===== config.mk =====
export PLATFORM = sky130hd
export DESIGN_NAME = adc_channel_calibration_regs
export DESIGN_NICKNAME = d
export VERILOG_FILES = /design/src/hw/cal_regs_pkg.sv /design/src/hw/adc_channel_calibration_regs.sv /design/src/hw/cal_word_reg.sv
export SDC_FILE = /design/constraint.sdc
export NUM_CORES = 1
export LEC_CHECK = 0
export BUFFER_PORTS_ARGS = -buffer_cell sky130_fd_sc_hd__buf_2
export CAP_MARGIN = 20
export CORE_ASPECT_RATIO = 1.75
export CORE_MARGIN = 4
export CORE_UTILIZATION = 55
export CTS_CLUSTER_DIAMETER = 50
export DETAILED_ROUTE_END_ITERATION = 8
export GPL_ROUTABILITY_DRIVEN = 0
export PLACE_DENSITY = 0.89
export SLEW_MARGIN = 10
export SYNTH_ARGS = -nofsm -noshare
export SYNTH_HDL_FRONTEND = slang
export SYNTH_HIERARCHICAL = 1
export SYNTH_SLANG_ARGS = --single-unit

===== constraint.sdc =====
create_clock -name I_CLK -period 2.55 [get_ports I_CLK]
set_input_delay 0.51 -clock I_CLK [delete_from_list [all_inputs] [get_ports I_CLK]]
set_output_delay 0.51 -clock I_CLK [all_outputs]
set_load 0.05 [all_outputs]

===== src/hw/cal_regs_pkg.sv =====
package cal_regs_pkg;

  localparam int ADDR_W = 8;
  localparam int DATA_W = 16;

  localparam logic [ADDR_W-1:0] ADDR_CH1_OFS_HI  = 8'h0f;
  localparam logic [ADDR_W-1:0] ADDR_CH1_OFS_LO  = 8'h10;
  localparam logic [ADDR_W-1:0] ADDR_CH1_GAIN_HI = 8'h11;
  localparam logic [ADDR_W-1:0] ADDR_CH1_GAIN_LO = 8'h12;
  localparam logic [ADDR_W-1:0] ADDR_CH2_CONFIG     = 8'h13;
  localparam logic [ADDR_W-1:0] ADDR_CH2_OFS_HI  = 8'h14;
  localparam logic [ADDR_W-1:0] ADDR_CH2_OFS_LO  = 8'h15;

  localparam logic [DATA_W-1:0] RST_OFS_HI  = 16'h0000;
  localparam logic [7:0]        RST_OFS_LO  = 8'h00;
  localparam logic [DATA_W-1:0] RST_GAIN_HI = 16'h8000;
  localparam logic [7:0]        RST_GAIN_LO = 8'h00;
  localparam logic [DATA_W-1:0] RST_CFG     = 16'h0000;
  localparam logic [7:0]        RSVD_BYTE   = 8'h00;
  localparam logic [2:0]        RSVD_CFG    = 3'h0;
  localparam logic [DATA_W-1:0] READ_ZERO   = 16'h0000;

  // Field positions
  localparam int LO_FIELD_MSB    = 15;
  localparam int LO_FIELD_LSB    = 8;
  localparam int CFG_DELAY_MSB   = 15;
  localparam int CFG_DELAY_LSB   = 6;
  localparam int CFG_BYPASS_BIT  = 2;
  localparam int CFG_SEL_MSB     = 1;
  localparam int CFG_SEL_LSB     = 0;

  typedef enum logic [1:0] {
    SEL_PAIR     = 2'b00,
    SEL_SHORTED  = 2'b01,
    SEL_TEST_POS = 2'b10,
    SEL_TEST_NEG = 2'b11
  } input_sel_t;

  typedef struct packed {
    logic [9:0] delay_adjust;
    logic       highpass_bypass;
    input_sel_t input_select;
  } ch_cfg_t;

  typedef struct packed {
    logic [DATA_W-1:0] upper;
    logic [7:0]        lower;
  } cal_word_t;

  typedef struct packed {
    logic              wr;
    logic              rd;
    logic [ADDR_W-1:0] addr;
    logic [DATA_W-1:0] wdata;
  } bus_req_t;

endpackage


===== src/hw/adc_channel_calibration_regs.sv =====
// Local design decision: strobed register access.
`timescale 1ns/1ps
module adc_channel_calibration_regs (
  // Clock and reset
  input  wire logic        I_CLK,
  input  wire logic        I_RESET,
  // Register port
  input  wire logic [7:0]  I_ADDR,
  input  wire logic [15:0] I_WDATA,
  input  wire logic        I_WR,
  input  wire logic        I_RD,
  output      logic [15:0] O_RDATA,
  // Global filter setting for channel 2
  input  wire logic        I_GLOBAL_HIGHPASS_SETTING,
  // Calibration words to the datapath
  output      logic signed [23:0] O_CH1_OFFSET,
  output      logic [23:0] O_CH1_GAIN,
  output      logic signed [23:0] O_CH2_OFFSET,
  // Channel 2 configuration to the datapath
  output      logic signed [9:0] O_CH2_DELAY_ADJUST,
  output      logic        O_CH2_HIGHPASS_EN,
  output      logic [1:0]  O_CH2_INPUT_SELECT
);

  typedef struct packed {
    cal_regs_pkg::ch_cfg_t cfg;
    logic [15:0]           rdata;
  } state_t;

  state_t state;
  state_t next_state;
  cal_regs_pkg::bus_req_t req;
  cal_regs_pkg::cal_word_t ch1_ofs;
  cal_regs_pkg::cal_word_t ch1_gain;
  cal_regs_pkg::cal_word_t ch2_ofs;
  logic [15:0] ch1_ofs_hi;
  logic [15:0] ch1_ofs_lo;
  logic [15:0] ch1_gain_hi;
  logic [15:0] ch1_gain_lo;
  logic [15:0] ch2_ofs_hi;
  logic [15:0] ch2_ofs_lo;

  assign req = '{wr: I_WR, rd: I_RD, addr: I_ADDR, wdata: I_WDATA};

  cal_word_reg #(
    .ADDR_HI (cal_regs_pkg::ADDR_CH1_OFS_HI),
    .ADDR_LO (cal_regs_pkg::ADDR_CH1_OFS_LO),
    .RST_HI  (cal_regs_pkg::RST_OFS_HI),
    .RST_LO  (cal_regs_pkg::RST_OFS_LO)
  ) u_ch1_ofs (
    .i_clk   (I_CLK),
    .i_reset (I_RESET),
    .i_req   (req),
    .o_word  (ch1_ofs),
    .o_hi    (ch1_ofs_hi),
    .o_lo    (ch1_ofs_lo)
  );

  cal_word_reg #(
    .ADDR_HI (cal_regs_pkg::ADDR_CH1_GAIN_HI),
    .ADDR_LO (cal_regs_pkg::ADDR_CH1_GAIN_LO),
    .RST_HI  (cal_regs_pkg::RST_GAIN_HI),
    .RST_LO  (cal_regs_pkg::RST_GAIN_LO)
  ) u_ch1_gain (
    .i_clk   (I_CLK),
    .i_reset (I_RESET),
    .i_req   (req),
    .o_word  (ch1_gain),
    .o_hi    (ch1_gain_hi),
    .o_lo    (ch1_gain_lo)
  );

  cal_word_reg #(
    .ADDR_HI (cal_regs_pkg::ADDR_CH2_OFS_HI),
    .ADDR_LO (cal_regs_pkg::ADDR_CH2_OFS_LO),
    .RST_HI  (cal_regs_pkg::RST_OFS_HI),
    .RST_LO  (cal_regs_pkg::RST_OFS_LO)
  ) u_ch2_ofs (
    .i_clk   (I_CLK),
    .i_reset (I_RESET),
    .i_req   (req),
    .o_word  (ch2_ofs),
    .o_hi    (ch2_ofs_hi),
    .o_lo    (ch2_ofs_lo)
  );

  function automatic logic [15:0] cfg_image(input cal_regs_pkg::ch_cfg_t c);
    cfg_image = {c.delay_adjust, cal_regs_pkg::RSVD_CFG, c.highpass_bypass,
                 c.input_select};
  endfunction

  always_comb begin
    next_state = state;
    if (req.wr && req.addr == cal_regs_pkg::ADDR_CH2_CONFIG) begin
      next_state.cfg.delay_adjust =
        req.wdata[cal_regs_pkg::CFG_DELAY_MSB:cal_regs_pkg::CFG_DELAY_LSB];
      next_state.cfg.highpass_bypass = req.wdata[cal_regs_pkg::CFG_BYPASS_BIT];
      next_state.cfg.input_select = cal_regs_pkg::input_sel_t'(
        req.wdata[cal_regs_pkg::CFG_SEL_MSB:cal_regs_pkg::CFG_SEL_LSB]);
    end
    // Unmapped addresses and idle cycles read as zero
    next_state.rdata = cal_regs_pkg::READ_ZERO;
    if (req.rd) begin
      case (req.addr)
        cal_regs_pkg::ADDR_CH1_OFS_HI:  next_state.rdata = ch1_ofs_hi;
        cal_regs_pkg::ADDR_CH1_OFS_LO:  next_state.rdata = ch1_ofs_lo;
        cal_regs_pkg::ADDR_CH1_GAIN_HI: next_state.rdata = ch1_gain_hi;
        cal_regs_pkg::ADDR_CH1_GAIN_LO: next_state.rdata = ch1_gain_lo;
        cal_regs_pkg::ADDR_CH2_CONFIG:     next_state.rdata = cfg_image(state.cfg);
        cal_regs_pkg::ADDR_CH2_OFS_HI:  next_state.rdata = ch2_ofs_hi;
        cal_regs_pkg::ADDR_CH2_OFS_LO:  next_state.rdata = ch2_ofs_lo;
        default:                        next_state.rdata = cal_regs_pkg::READ_ZERO;
      endcase
    end
  end

  always_ff @(posedge I_CLK) begin
    if (I_RESET) begin
      state.cfg   <= cal_regs_pkg::ch_cfg_t'({
        cal_regs_pkg::RST_CFG[cal_regs_pkg::CFG_DELAY_MSB:cal_regs_pkg::CFG_DELAY_LSB],
        cal_regs_pkg::RST_CFG[cal_regs_pkg::CFG_BYPASS_BIT:cal_regs_pkg::CFG_SEL_LSB]});
      state.rdata <= cal_regs_pkg::READ_ZERO;
    end else begin
      state <= next_state;
    end
  end

  assign O_RDATA            = state.rdata;
  assign O_CH1_OFFSET       = $signed(ch1_ofs);
  // Unsigned gain, 8000_00h is unity; full scale just under two
  assign O_CH1_GAIN         = ch1_gain;
  assign O_CH2_OFFSET       = $signed(ch2_ofs);
  assign O_CH2_DELAY_ADJUST = $signed(state.cfg.delay_adjust);
  // Bypass overrides; with bypass clear the global setting decides
  assign O_CH2_HIGHPASS_EN  = !state.cfg.highpass_bypass && I_GLOBAL_HIGHPASS_SETTING;
  assign O_CH2_INPUT_SELECT = state.cfg.input_select;

endmodule


===== src/hw/cal_word_reg.sv =====
`timescale 1ns/1ps
// One 24-bit calibration word spread over a high and a low register
module cal_word_reg #(
  parameter logic [7:0]  ADDR_HI = 8'h00,
  parameter logic [7:0]  ADDR_LO = 8'h00,
  parameter logic [15:0] RST_HI  = 16'h0000,
  parameter logic [7:0]  RST_LO  = 8'h00
) (
  // Clock and reset
  input  wire logic                  i_clk,
  input  wire logic                  i_reset,
  // Register bus
  input  wire cal_regs_pkg::bus_req_t i_req,
  // Word out and read-back
  output      cal_regs_pkg::cal_word_t o_word,
  output      logic [15:0]           o_hi,
  output      logic [15:0]           o_lo
);

  cal_regs_pkg::cal_word_t state;
  cal_regs_pkg::cal_word_t next_state;

  always_comb begin
    next_state = state;
    if (i_req.wr && i_req.addr == ADDR_HI) begin
      next_state.upper = i_req.wdata;
    end
    if (i_req.wr && i_req.addr == ADDR_LO) begin
      next_state.lower = i_req.wdata[cal_regs_pkg::LO_FIELD_MSB:cal_regs_pkg::LO_FIELD_LSB];
    end
  end

  always_ff @(posedge i_clk) begin
    if (i_reset) begin
      state <= '{upper: RST_HI, lower: RST_LO};
    end else begin
      state <= next_state;
    end
  end

  assign o_word = state;
  assign o_hi   = state.upper;
  assign o_lo   = {state.lower, cal_regs_pkg::RSVD_BYTE};

endmodule


==> summary.md <==
| Metric | Value |
|---|---|
| Status | finished, final reports clean |
| Antenna violations before repair | 0 |
| Die height | roughly 150 µm |
| Number of synthesized register bits | 101 |
| Least-Margin Pin Slew | a little over 0.9 ns |
| Floorplan row count | 51 |
| Core area | ~0.011 mm² |
| Clock sink count | roughly 100 |
| Top-area cell type share of the netlist area | 0.3224 |
| Final worst path period share | 0.7512 |
| I/O pin cnt | 130 |
| CTS Buffer Depth | 2 |
| Worst skew pair latency | around 0.35 ns |
| CTS tree | done |
| DPL Wire Length | between 10 and 15 mm |
| Tot Pwr | about 3.3 mW |
| Asr flop ratio synth | 0 |
| Root Driver | clkbuf_16 |
| CP Launch Type | primary input |
| Area delta synth->final | 2.833% |
| IO buf count | between 100 and 150 |
| Max_cap viols | 0 |
| Die W | a little under 90 µm |
| Final Slew Violations | 0 |
| Vias per cell | about 6.1 |
| Final Hold Viols | 0 |
| Drt drc | 0 |
| Clock-pin slew on the worst setup and hold paths | about 0.070 ns |
| Critical Path Fanout Max | 13 |
| Share of cells above drive strength 1 | 0.2567 |
| Largest net degree at the start of global routing | roughly 120 |
| Fmax | between 500 and 600 MHz |
| Worst Path Required | 2.75 ns |
| Hold bufs inserted after CTS | 0 |
| Tot GR Track Use | 0.2723 |
| Yosys synthesis warning count | 6 |
| Initial DRC count | 610 |
| Synth area leader | dfxtp_1 |
| GR Util met1 | 0.2959 |
| Synth unique cells | just over 50 |
| Via count | between 5,000 and 6,000 |
| Pleak | between 2 and 3 nW |
| Routing usage on met2 | 0.4475 |
| Seq/Total Area, Yosys | 0.3224 |
| Max VDD drop | ~0.0004 V |
| Mean routed wirelength per cell | ~21 µm |
| Final setup skew | roughly 0.007 ns |
| Gr busiest metal | met2 |
| WHS | roughly 0.45 ns |
| Final setup margin | about 0.63 ns |
| WS Path Type | in -> reg |
| Avg Synthesized Cell Area | about 8.9 µm² |
| Setup crit end kind | flip-flop |
| Fin Setup TNS | 0 ns |
| Antenna diode count | 0 |
| Total grt overflow | 0 |
| Pre-CTS WS | 0.2950 ns |
| Max_slew headroom | 0.3853 |
| Top FF cell, synth | dfxtp_1 |
| Crit path time final | 1.916 ns |
| Vias in the first global route | just under 5,000 |
| Die ar. | about 0.013 mm² |
| First-pass GRT wire length | 27.05 mm |
| TritonRoute pass-1 iters | 8 |
| WL final | 18.08 mm |
| M3 GR Usage | 0.05141 |
| Fillers | 960 |
| CTS Buf Count | 9 |
| Setup Buffers After CTS | 0 |
| Synth Cell Area | 0.006272 mm² |
| Hold Crit Class | in -> reg |
| Number of synthesized flops with an enable pin | 0 |
| Starting Density | 0.5617 |
| Post-CTS sizing | 0 |
| Routed Antenna Nets | 0 |
| H-tree level count | 3 |
| Final setup fails | 0 |
| Nets | 738 |
| RSZ-0062 raised after global routing | false |
| Power per standard cell area | 516.3 mW/mm² |
| Area contributors post-synth | dfxtp_1 32%, buf_4 15%, mux2i_1 12%, nand2b_1 8.2%, a21oi_1 3.0% |
| Crit path DAT | approximately 2.1 ns |
| Syn Inst Count | between 700 and 800 |
[cell usage after synthesis, drive strengths merged, types with 2 or more instances]
cell / count
a22o: 5
nand3b: 3
nor2b: 3
o31ai: 25
nor3: 5
and4b: 2
inv: 2
a21oi: 38
o22ai: 6
nor2: 25
nand4b: 11
nor4: 2
and2: 2
and3b: 2
o211ai: 8
buf: 144
a221oi: 4
nand4: 16
nand3: 2
nand2: 12
nor3b: 6
conb: 3
nor4b: 4
a31oi: 7
or4: 2
or2: 2
nand2b: 82
dfxtp: 101
a22oi: 13
clkbuf: 30
o21ai: 27
mux2i: 78
or4b: 2
and3: 21
[worst paths after layout]
kind                            start                     to  slack (ns)  cells past startpoint
hold reg to reg    u_ch1_ofs/o_hi[12]     u_ch1_ofs/o_hi[12]        0.48                      2
setup reg to reg  u_ch1_gain/o_hi[12]            O_RDATA[12]        1.29                      4
setup / recovery            I_ADDR[5]  O_CH2_DELAY_ADJUST[4]        0.63                      5
hold / removal             I_WDATA[3]     u_ch1_gain/o_hi[3]        0.45                      3
[kinds of logic after synthesis]
family,synth area share
AOI/OAI and AO/OA,0.1404
other,0.001795
and+or+nand+nor,0.2146
DFF,0.3224
muxes,0.1281
buffers and inverters,0.1927
[report_power, final]
part / total (mW) / switching, mW / internal, mW / leakage, nW
Combinational: 0.294 / 0.196 / 0.0980 / 1.88
Clock: 1.46 / 0.601 / 0.856 / 0.150
Sequential: 1.58 / 0.00164 / 1.58 / 0.813
[final cells by class]
type | count | area, µm² | share of cell area
Tap cell | 132 | 165.2 | 0.02561
Multi-Input combinational cell | 445 | 3120 | 0.4838
Inverter | 2 | 7.507 | 0.001164
Sequential cell | 101 | 2022 | 0.3135
Clock buffer | 11 | 232.7 | 0.03608
Clock inverter | 4 | 73.82 | 0.01145
Timing Repair Buffer | 150 | 828.3 | 0.1284
[critical path, stage by stage]
cell	delay [ns]
buf_2	0.18
or3b_1	0.48
or4_4	0.67
mux2i_1	0.21
nor2_1	0.06
[stage by stage]
stage / util / cells / instance area [µm²]
global placement: 0.5501 / 830 / 6143
detailed placement: 0.5501 / 830 / 6143
finish: 0.5776 / 845 / 6450
global route: 0.5776 / 845 / 6450
CTS: 0.5776 / 845 / 6450
floorplan: - / 722 / 6351
[layer usage]
layer	share of wire	wire, µm
met1	0.34	6125
met2	0.50	8972
met3	0.072	1308
met4	0.093	1676
met5	0	0
[flip-flops by register name (all words and copies together), names as in the netlist]
register            count
O_RDATA                16
u_ch1_gain/o_hi        16
u_ch2_ofs/o_lo          8
O_CH2_DELAY_ADJUST     10
u_ch1_gain/o_lo         8
u_ch2_ofs/o_hi         16
O_CH2_INPUT_SELECT      2
state                   1
u_ch1_ofs/o_hi         16
u_ch1_ofs/o_lo          8
[layout by cell type, fill, tap and decap left out, drive strengths merged, types with 8 or more instances in the layout]
cell	n
buf	150
nand4b	11
dfxtp	101
clkbuf	11
nor2	25
a21oi	38
o21ai	27
mux2i	78
o211ai	8
nand2b	82
nand2	12
o31ai	25
nand4	16
a22oi	13
conb	24
and3	21
(Power assumes the default switching activity.)
